==> src/hdl/fan_consts.svh <==
// Register offsets, bit positions and reset values for the fan-control configuration bank
// Operation
// Host waits for not-ready bit clear
// Host sets diode beta mode second
// Host writes tach, clock, polarity bits
// Host writes spin-up settings next
// Host writes PWM frequency next
// Enhanced fan functions only at 22.5 kHz
// Host writes table or direct duty
// Direct duty six or eight bits
// Table option ends clearing program enable
// Setup writes accepted only when enabled
// Other registers writable at any time
// Mirror addresses reach the same register
// Enhanced configuration bit 7 reads zero
// Signed low bits masked unless enabled
// Table temperature step set by bit 5
`ifndef FAN_CONSTS_SVH
`define FAN_CONSTS_SVH

// ****************************************
// Primary offsets
// ****************************************
`define OFS_CONFIG       8'h03
`define OFS_CONV_RATE    8'h04
`define OFS_LOCAL_HIGH   8'h05
`define OFS_REMOTE_HIGH  8'h07
`define OFS_REMOTE_LOW   8'h08
`define OFS_REMOTE_LSB   8'h10
`define OFS_DIODE_MODE   8'h30
`define OFS_POR_STATUS   8'h33
`define OFS_ENH_CFG      8'h45
`define OFS_PWM_RPM_CFG  8'h4a
`define OFS_SPINUP_CFG   8'h4b
`define OFS_PWM_VALUE    8'h4c
`define OFS_PWM_FREQ     8'h4d
`define OFS_LUT_OFFSET   8'h4e
`define OFS_LUT_HYST     8'h4f
`define OFS_LUT_FIRST    8'h50
`define OFS_LUT_LAST     8'h67

// ****************************************
// Mirror offsets
// ****************************************
`define MIR_CONFIG       8'h09
`define MIR_CONV_RATE    8'h0a
`define MIR_LOCAL_HIGH   8'h0b
`define MIR_REMOTE_HIGH  8'h0d
`define MIR_REMOTE_LOW   8'h0e

// ****************************************
// Reset values
// ****************************************
`define RST_ZERO         8'h00
`define RST_CONV_RATE    8'h08
`define RST_LOCAL_HIGH   8'h46
`define RST_REMOTE_HIGH  8'h55
`define RST_DIODE_MODE   8'h02
`define RST_PWM_RPM_CFG  8'h20
`define RST_SPINUP_CFG   8'h3f
`define RST_PWM_FREQ     8'h17
`define RST_LUT_HYST     8'h04

// ****************************************
// Field positions and codes
// ****************************************
`define BIT_PROG_EN      5
`define MASK_PWM_RPM     8'h3f
`define MASK_SPINUP      8'h3f
`define MASK_FREQ        8'h1f
`define MASK_DIODE       8'h02
`define MASK_ENH_FREE    8'h78
`define MASK_ENH_GATED   8'h07
`define BIT_ENH_SIGNED   6
`define BIT_ENH_LUT_RES  5
`define BIT_ENH_HIRES    4
`define BIT_ENH_SMOOTH   0
`define BIT_CLK_SEL      3
`define FREQ_HIRES_CODE  5'h08
`define MASK_LSB_FINE    8'he7
`define BIT_NOT_READY    7

`endif

==> src/hdl/fan_pkg.sv <==
// Shared types for the fan-control configuration bank
package fan_pkg;

	typedef logic [7:0] reg8_t;            // One 8-bit register

	typedef enum logic [1:0] {
		WR_FREE,                             // Always writable
		WR_GATED,                            // Writable only with program enable
		WR_NONE                              // Read only or unmapped
	} wr_class_t;

endpackage : fan_pkg

==> src/hdl/fan_control_config_regs.sv <==
// Fan-control configuration register bank with program-enable gate and mirrors
`include "fan_consts.svh"

module fan_control_config_regs
	import fan_pkg::*;
#(
	parameter int LUT_BYTES = 24                // Lookup table bytes
)(
	input  wire logic       core_clk,         // 40 MHz clock
	input  wire logic       rst,              // Synchronous reset, active high
	input  wire logic [7:0] reg_addr,         // Register address
	input  wire logic       reg_wr,           // Write strobe
	input  wire logic [7:0] reg_wdata,        // Write data
	input  wire logic       reg_rd,           // Read strobe
	output reg8_t           reg_rdata,        // Read data, one cycle after strobe
	input  wire logic       por_not_ready,    // Power-on not-ready status
	input  wire logic       filter_enabled,   // Digital filter is on
	input  wire logic [7:0] remote_lsb_raw,   // Raw signed remote low byte
	output reg8_t           diode_mode,       // Diode beta mode register
	output reg8_t           pwm_rpm_config,   // PWM and tach configuration
	output reg8_t           spinup_config,    // Spin-up configuration
	output reg8_t           pwm_freq,         // PWM frequency
	output reg8_t           pwm_value,        // Direct duty value
	output reg8_t           lut_offset,       // Table temperature offset
	output reg8_t           lut_hyst,         // Table hysteresis
	output reg8_t           enhanced_fan_configuration, // Enhanced configuration
	output logic            fan_program_enable, // Setup writes allowed
	output logic            enhanced_active,  // 22.5 kHz selected
	output logic            smoothing_enable, // Table smoothing active
	output logic            high_res_enable,  // Extended duty resolution active
	output logic            lut_half_degree,  // Table step 0.5 degree
	output logic [7:0]      signed_lsb_out    // Remote low byte as presented
);

	// ****************************************
	// Declarations
	// ****************************************
	logic [7:0]  canon_addr;                  // Folded address
	wr_class_t   wr_class;                    // Access class
	logic        wr_free;                     // Free write accepted
	logic        wr_gated;                    // Gated write accepted
	reg8_t       config_reg;                  // General configuration
	reg8_t       conv_rate_reg;               // Conversion rate
	reg8_t       local_high_reg;              // Local high setpoint
	reg8_t       remote_high_reg;             // Remote high setpoint
	reg8_t       remote_low_reg;              // Remote low setpoint
	reg8_t       lut_mem [LUT_BYTES];         // Lookup table storage
	reg8_t       rdata_next;                  // Read mux
	logic [4:0]  lut_idx;                     // Table index

	// ****************************************
	// Decode
	// ****************************************
	mirror_decode u_decode (
		.raw_addr   (reg_addr),
		.canon_addr (canon_addr),
		.wr_class   (wr_class)
	);

	assign fan_program_enable = pwm_rpm_config[`BIT_PROG_EN];
	assign wr_free  = reg_wr && wr_class == WR_FREE;
	assign wr_gated = reg_wr && wr_class == WR_GATED && fan_program_enable;
	assign lut_idx  = 5'(canon_addr - `OFS_LUT_FIRST);

	// ****************************************
	// Free registers
	// ****************************************
	// Legacy registers reached by primary or mirror address
	always_ff @(posedge core_clk) begin
		if (rst) begin
			config_reg      <= `RST_ZERO;
			conv_rate_reg   <= `RST_CONV_RATE;
			local_high_reg  <= `RST_LOCAL_HIGH;
			remote_high_reg <= `RST_REMOTE_HIGH;
			remote_low_reg  <= `RST_ZERO;
		end else if (wr_free) begin
			case (canon_addr)
				`OFS_CONFIG:      config_reg      <= reg_wdata;
				`OFS_CONV_RATE:   conv_rate_reg   <= reg_wdata;
				`OFS_LOCAL_HIGH:  local_high_reg  <= reg_wdata;
				`OFS_REMOTE_HIGH: remote_high_reg <= reg_wdata;
				`OFS_REMOTE_LOW:  remote_low_reg  <= reg_wdata;
				default: ;
			endcase
		end
	end

	// Diode mode and PWM/tach configuration, always writable
	always_ff @(posedge core_clk) begin
		if (rst) begin
			diode_mode     <= `RST_DIODE_MODE;
			pwm_rpm_config <= `RST_PWM_RPM_CFG;
		end else if (wr_free) begin
			if (canon_addr == `OFS_DIODE_MODE) begin
				diode_mode <= reg_wdata & `MASK_DIODE;
			end
			if (canon_addr == `OFS_PWM_RPM_CFG) begin
				pwm_rpm_config <= reg_wdata & `MASK_PWM_RPM;
			end
		end
	end

	// ****************************************
	// Enhanced configuration
	// ****************************************
	// Upper bits free, smoothing bits need program enable, bit 7 stays 0
	always_ff @(posedge core_clk) begin
		if (rst) begin
			enhanced_fan_configuration <= `RST_ZERO;
		end else if (reg_wr && canon_addr == `OFS_ENH_CFG) begin
			enhanced_fan_configuration <= (reg_wdata & `MASK_ENH_FREE) |
				(fan_program_enable ? (reg_wdata & `MASK_ENH_GATED)
				                    : (enhanced_fan_configuration & `MASK_ENH_GATED));
		end
	end

	// ****************************************
	// Gated setup registers
	// ****************************************
	// Spin-up, frequency, duty, offset and hysteresis
	always_ff @(posedge core_clk) begin
		if (rst) begin
			spinup_config <= `RST_SPINUP_CFG;
			pwm_freq      <= `RST_PWM_FREQ;
			pwm_value     <= `RST_ZERO;
			lut_offset    <= `RST_ZERO;
			lut_hyst      <= `RST_LUT_HYST;
		end else if (wr_gated) begin
			case (canon_addr)
				`OFS_SPINUP_CFG: spinup_config <= reg_wdata & `MASK_SPINUP;
				`OFS_PWM_FREQ:   pwm_freq      <= reg_wdata & `MASK_FREQ;
				`OFS_PWM_VALUE:  pwm_value     <= reg_wdata;
				`OFS_LUT_OFFSET: lut_offset    <= reg_wdata;
				`OFS_LUT_HYST:   lut_hyst      <= reg_wdata;
				default: ;
			endcase
		end
	end

	// Lookup table entries
	always_ff @(posedge core_clk) begin
		if (rst) begin
			for (int i = 0; i < LUT_BYTES; i++) begin
				lut_mem[i] <= `RST_ZERO;
			end
		end else if (wr_gated && canon_addr >= `OFS_LUT_FIRST) begin
			lut_mem[lut_idx] <= reg_wdata;
		end
	end

	// ****************************************
	// Derived controls
	// ****************************************
	// Smoothing and extended resolution exist only with the fast clock and 22.5 kHz code
	assign enhanced_active  = pwm_rpm_config[`BIT_CLK_SEL] && pwm_freq[4:0] == `FREQ_HIRES_CODE;
	assign smoothing_enable = enhanced_active && enhanced_fan_configuration[`BIT_ENH_SMOOTH];
	assign high_res_enable  = enhanced_active && enhanced_fan_configuration[`BIT_ENH_HIRES];
	assign lut_half_degree  = enhanced_fan_configuration[`BIT_ENH_LUT_RES];
	// Fine low bits pass only when enabled and filter running
	assign signed_lsb_out = (enhanced_fan_configuration[`BIT_ENH_SIGNED] && filter_enabled) ?
	                        remote_lsb_raw : (remote_lsb_raw & `MASK_LSB_FINE);

	// ****************************************
	// Read path
	// ****************************************
	// Read mux, unmapped addresses read zero
	always_comb begin
		rdata_next = `RST_ZERO;
		if (canon_addr >= `OFS_LUT_FIRST && canon_addr <= `OFS_LUT_LAST) begin
			rdata_next = lut_mem[lut_idx];
		end else begin
			case (canon_addr)
				`OFS_CONFIG:      rdata_next = config_reg;
				`OFS_CONV_RATE:   rdata_next = conv_rate_reg;
				`OFS_LOCAL_HIGH:  rdata_next = local_high_reg;
				`OFS_REMOTE_HIGH: rdata_next = remote_high_reg;
				`OFS_REMOTE_LOW:  rdata_next = remote_low_reg;
				`OFS_REMOTE_LSB:  rdata_next = signed_lsb_out;
				`OFS_DIODE_MODE:  rdata_next = diode_mode;
				`OFS_POR_STATUS:  rdata_next = {por_not_ready, 7'h00};
				`OFS_ENH_CFG:     rdata_next = enhanced_fan_configuration;
				`OFS_PWM_RPM_CFG: rdata_next = pwm_rpm_config;
				`OFS_SPINUP_CFG:  rdata_next = spinup_config;
				`OFS_PWM_VALUE:   rdata_next = pwm_value;
				`OFS_PWM_FREQ:    rdata_next = pwm_freq;
				`OFS_LUT_OFFSET:  rdata_next = lut_offset;
				`OFS_LUT_HYST:    rdata_next = lut_hyst;
				default:          rdata_next = `RST_ZERO;
			endcase
		end
	end

	// Read data register, updated on a read strobe
	always_ff @(posedge core_clk) begin
		if (rst) begin
			reg_rdata <= `RST_ZERO;
		end else if (reg_rd) begin
			reg_rdata <= rdata_next;
		end
	end
endmodule : fan_control_config_regs

==> src/hdl/mirror_decode.sv <==
// Folds mirror addresses onto primary ones and classifies write access
`include "fan_consts.svh"

module mirror_decode
	import fan_pkg::*;
(
	input  wire logic [7:0] raw_addr,   // Address from the register port
	output logic      [7:0] canon_addr, // Primary address
	output wr_class_t       wr_class    // Write access class
);

	// ****************************************
	// Mirror folding
	// ****************************************
	// Mirror and primary land on one register
	always_comb begin
		case (raw_addr)
			`MIR_CONFIG:      canon_addr = `OFS_CONFIG;
			`MIR_CONV_RATE:   canon_addr = `OFS_CONV_RATE;
			`MIR_LOCAL_HIGH:  canon_addr = `OFS_LOCAL_HIGH;
			`MIR_REMOTE_HIGH: canon_addr = `OFS_REMOTE_HIGH;
			`MIR_REMOTE_LOW:  canon_addr = `OFS_REMOTE_LOW;
			default:          canon_addr = raw_addr;
		endcase
	end

	// ****************************************
	// Access class
	// ****************************************
	// Fan setup registers need program enable, the listed ones are free, all others are not writable
	always_comb begin
		if (canon_addr >= `OFS_SPINUP_CFG && canon_addr <= `OFS_LUT_LAST) begin
			wr_class = WR_GATED;
		end else begin
			case (canon_addr)
				`OFS_CONFIG, `OFS_CONV_RATE, `OFS_LOCAL_HIGH,
				`OFS_REMOTE_HIGH, `OFS_REMOTE_LOW, `OFS_DIODE_MODE,
				`OFS_ENH_CFG, `OFS_PWM_RPM_CFG: wr_class = WR_FREE;
				default:                       wr_class = WR_NONE;
			endcase
		end
	end

endmodule : mirror_decode
==> config.mk <==
export PLATFORM = sky130hd
export DESIGN_NAME = fan_control_config_regs
export DESIGN_NICKNAME = d
export VERILOG_FILES = /design/src/hdl/fan_pkg.sv /design/src/hdl/fan_control_config_regs.sv /design/src/hdl/mirror_decode.sv
export VERILOG_INCLUDE_DIRS = /design/src /design/src/hdl
export SDC_FILE = /design/constraint.sdc
export NUM_CORES = 1
export LEC_CHECK = 0
export BUFFER_PORTS_ARGS = -buffer_cell sky130_fd_sc_hd__buf_2
export CAP_MARGIN = 10
export CORE_MARGIN = 8
export CORE_UTILIZATION = 30
export DETAILED_ROUTE_END_ITERATION = 16
export HOLD_SLACK_MARGIN = 0.12
export SLEW_MARGIN = 5
export SYNTH_ARGS = -nofsm -noshare
export SYNTH_HDL_FRONTEND = slang
export SYNTH_SLANG_ARGS = --single-unit
==> constraint.sdc <==
create_clock -name core_clk -period 10.62 [get_ports core_clk]
set_clock_uncertainty 0.1 [all_clocks]
set_input_delay 2.124 -clock core_clk [delete_from_list [all_inputs] [get_ports core_clk]]
set_output_delay 2.124 -clock core_clk [all_outputs]
set_load 0.01 [all_outputs]
==> impl_results.md <==
* Die height at 250 um
* Row count at 86
* Final RePlAce weighted congestion at 0.900
* P_leak at 7.00 nW
* Post-CTS Setup Inserts at 0
* Critical path cell sequence: buf_2, nand2b_1, or3_1, a21oi_4, buf_4, nand2_1, nor3_1, or2_1
* TritonCTS Buffers at 39
* Worst reg2reg path depth at 5
* Cts repair resizes at 0
* Fmax at 167 MHz
* FF+latch count, synth at 353
* Per-cell routed wire length at 23.8 um
* Primary FF master, synth: edfxtp_1
* I/O pin count at 115
* Period utilization at 0.565
* CTS tree: yes
* Ant. Diodes at 0
* Slew HR at 0.161
* Actual slew at the worst max-slew pin at 1.25 ns
* Critical Path RT at 10.72 ns
* Final min period at 6.00 ns
* Share of cells above drive strength 1 at 0.142
* Count of different cell masters after synthesis at 77
* Syn. warnings at 0
* DR pass1 iterations at 7
* Unrepaired setup endpoints after global routing: false
* Number of global-route vias before repair at 12300
* Worst-path clk slew at 0.06 ns
* PwrDens at 168 mW/mm^2
* Biggest register: lut_mem
* Skew-Pair Late Insertion Delay at 0.54 ns
* Max stage delay on crit path at 0.92 ns
* CP arrival at 6.10 ns
* Hold path cells at 2
* Outcome: finished, final reports clean
* Cell taking the most area after synthesis: edfxtp_1
* Largest net degree at the start of global routing at 75
* CP Buf/Inv Count at 2
* Largest cells by area after synthesis: edfxtp_1 47%, dfxtp_1 12%, and2_1 7.4%, mux2i_1 4.1%, nand2_1 2.1%
* Final setup viols at 0
* Post-synth top area share at 0.467
* Die footprint at 0.0627 sq mm
* Total grt overflow at 0
* Sum Neg Setup Slack at 0 ns
* CP Class: input port to flip-flop
* Endpoints failing hold at 0
* Initial antenna violation count at 2
* MaxCap Viol Count at 0
* Hold Path Class: flip-flop to flip-flop
* R2R Setup Slk at 6.64 ns
* Area growth syn-to-layout at 15.3%
* Async SR Flop Fraction at 0
* Drt drc at 0
* Total wire length at 54500 um
* Total track usage at 0.167
* Sequential fraction of the synthesis area at 0.585
* CP delay by family, top: simple AND/OR/NAND/NOR gates
* First-pass GRT wire length at 80800 um
* Hold endpoint: remote_low_reg[0]$_SDFFE_PP0P_
* Peak supply drop at 0.000108 V
* Post-DP HPWL at 36000 um
* EDFF count, synth at 256
* Final ANT Viol Nets at 0
* Vias at 12700
* CORE AREA at 0.0547 sq mm
* Reg-to-reg endpoint: lut_mem[9][0]$_SDFFCE_PN0P_
* Root buf cell: clkbuf_16
* Post-place setup slack at 4.25 ns
* CP startpoint kind: input port
* NumNets Final at 1589
* Final setup margin at 4.62 ns
* Avg Cell Area, Syn at 11.3 sq um
* Critical Path End Type: flip-flop
* Hold Crit Start: remote_low_reg[0]$_SDFFE_PP0P_
* Area of the mapped netlist at 0.0165 sq mm
* CP max stage cell: nor3_1
* # hold bufs at CTS at 0
* Die X-Extent at 250 um
* Final max-slew violation count at 0
* Clock H-tree levels at 2
* Port Buffers at 99
* 1st-iter DRT viols at 1801
* Largest register FFs at 256
* Worst-path fanout max at 43
* Drt via density at 5.55
* Clk buf depth at 3
* Initial Utilization at 0.301
* Clk sinks at 353
* Critical R2R Launch: pwm_rpm_config[5]$_SDFFE_PP1P_
* Cells after Synth at 1459
cells in the final DEF (no fill, tap or decap), types with 5 or more instances in the layout:
master     synthesis  routed
edfxtp_1         256     256
and2_1           195     195
buf_2             11      99
dfxtp_1           97      97
nand2_1           93      93
nor2_1            92      91
conb_1             1      79
mux2i_1           68      68
a21oi_1           57      56
nand3_1           49      49
nor3_1            43      42
clkbuf_16          0      41
a221oi_1          39      39
o21ai_0           36      36
and3_1            24      24
or2_2             24      24
a221o_1           22      22
a211o_1           22      22
buf_4             23      20
a22oi_1           16      16
nor2b_1           15      15
a211oi_1          15      15
a222oi_1          14      14
nand4_1           12      12
clkinv_1           1      10
inv_1              9       9
a31oi_1            9       9
o31ai_1            8       8
a22o_1             6       6
clkbuf_1          91       6
bufinv_16          0       6
nand2b_1           5       5
o21ai_1            5       5
mux2_2             5       5
o221ai_1           5       5
o41ai_1            5       5
o211ai_1           5       5
worst min-delay path, delay by kind of cell, from the launching register on:
family,cells,cell delay (ns)
compound gates,1,0.05
flops,1,0.31
simple gates,1,0.05
routing by layer:
metal	up-vias	track usage	routed length [um]
li1	5538	-	-
met1	6257	0.225	22400
met2	799	0.263	24500
met3	130	0.0331	5400
met4	0	0.0652	2120
met5	-	0	0
per-stage QoR:
stage	std cells	total power, mW	hold WS, ns	instance area (sq um)	util
after floorplan	1537	1.70	0.334	16800	-
after global placement	2221	1.79	0.343	17700	0.323
after detailed placement	2221	1.79	0.349	17700	0.323
after CTS	2291	3.20	0.356	19000	0.347
after global routing	2292	3.27	0.370	19000	0.347
final	2292	3.19	0.357	19000	0.347
where the power goes:
| group | leakage [nW] | internal (mW) | switching [mW] |
|---|---|---|---|
| clock | 0.649 | 0.868 | 0.554 |
| sequential | 3.40 | 1.52 | 0.0239 |
| combinational | 2.95 | 0.0555 | 0.166 |
| total | 7.00 | 2.45 | 0.744 |
area by class of cell:
type / instances / area (sq um)
fill: 5442 / 35700
timing repair buffer: 119 / 646
tap: 704 / 881
multi-input combinational: 1036 / 6470
inverter: 10 / 37.5
sequential: 353 / 9630
clock inverter: 20 / 241
clock buffer: 50 / 1090
logic make-up (layout without fill, tap and decap cells):
| family | count (synthesis) | in the layout | synth area share |
|---|---|---|---|
| simple gates | 586 | 586 | 0.193 |
| flops | 353 | 353 | 0.585 |
| compound gates | 297 | 297 | 0.135 |
| buf+inv | 148 | 199 | 0.0417 |
| mux | 73 | 73 | 0.0447 |
| other cells | 1 | 79 | 0.000228 |
| xor+xnor | 1 | 1 | 0.000532 |
worst max path at each step:
| stage | start | to | slack (ns) | depth (start not counted) |
|---|---|---|---|---|
| 4_1_cts | reg_addr[1] | lut_mem[9][7]$_SDFFCE_PN0P_ | 4.81 | 8 |
| 3_5_place_dp | reg_addr[1] | lut_mem[9][5]$_SDFFCE_PN0P_ | 4.25 | 8 |
| 6_report | reg_addr[1] | lut_mem[9][0]$_SDFFCE_PN0P_ | 4.62 | 8 |
| 5_1_grt | reg_addr[1] | reg_rdata[2]$_SDFFE_PP0P_ | 4.44 | 9 |
| 2_1_floorplan | reg_addr[5] | lut_mem[13][0]$_SDFFCE_PN0P_ | 5.79 | 9 |
| 3_3_place_gp | reg_addr[2] | reg_rdata[1]$_SDFFE_PP0P_ | 4.35 | 10 |
cell usage after synthesis (4+ instances only):
cell type / count
a211oi_1: 15
a22oi_1: 16
nor2b_1: 15
a211o_1: 22
buf_4: 23
nor3_1: 43
clkbuf_1: 91
nand3_1: 49
inv_1: 9
and2_1: 195
a221o_1: 22
a31oi_1: 9
nor2_1: 92
nor4_1: 4
buf_2: 11
buf_6: 4
o31ai_1: 8
o21ai_0: 36
o221ai_1: 5
buf_1: 8
o21a_1: 4
nand4_1: 12
a222oi_1: 14
nand2_1: 93
mux2i_1: 68
dfxtp_1: 97
a221oi_1: 39
o211ai_1: 5
nand2b_1: 5
and3_1: 24
a22o_1: 6
mux2_2: 5
a21oi_1: 57
edfxtp_1: 256
o41ai_1: 5
or2_2: 24
o21ai_1: 5
Note: power is estimated with default switching activity, not from simulation.
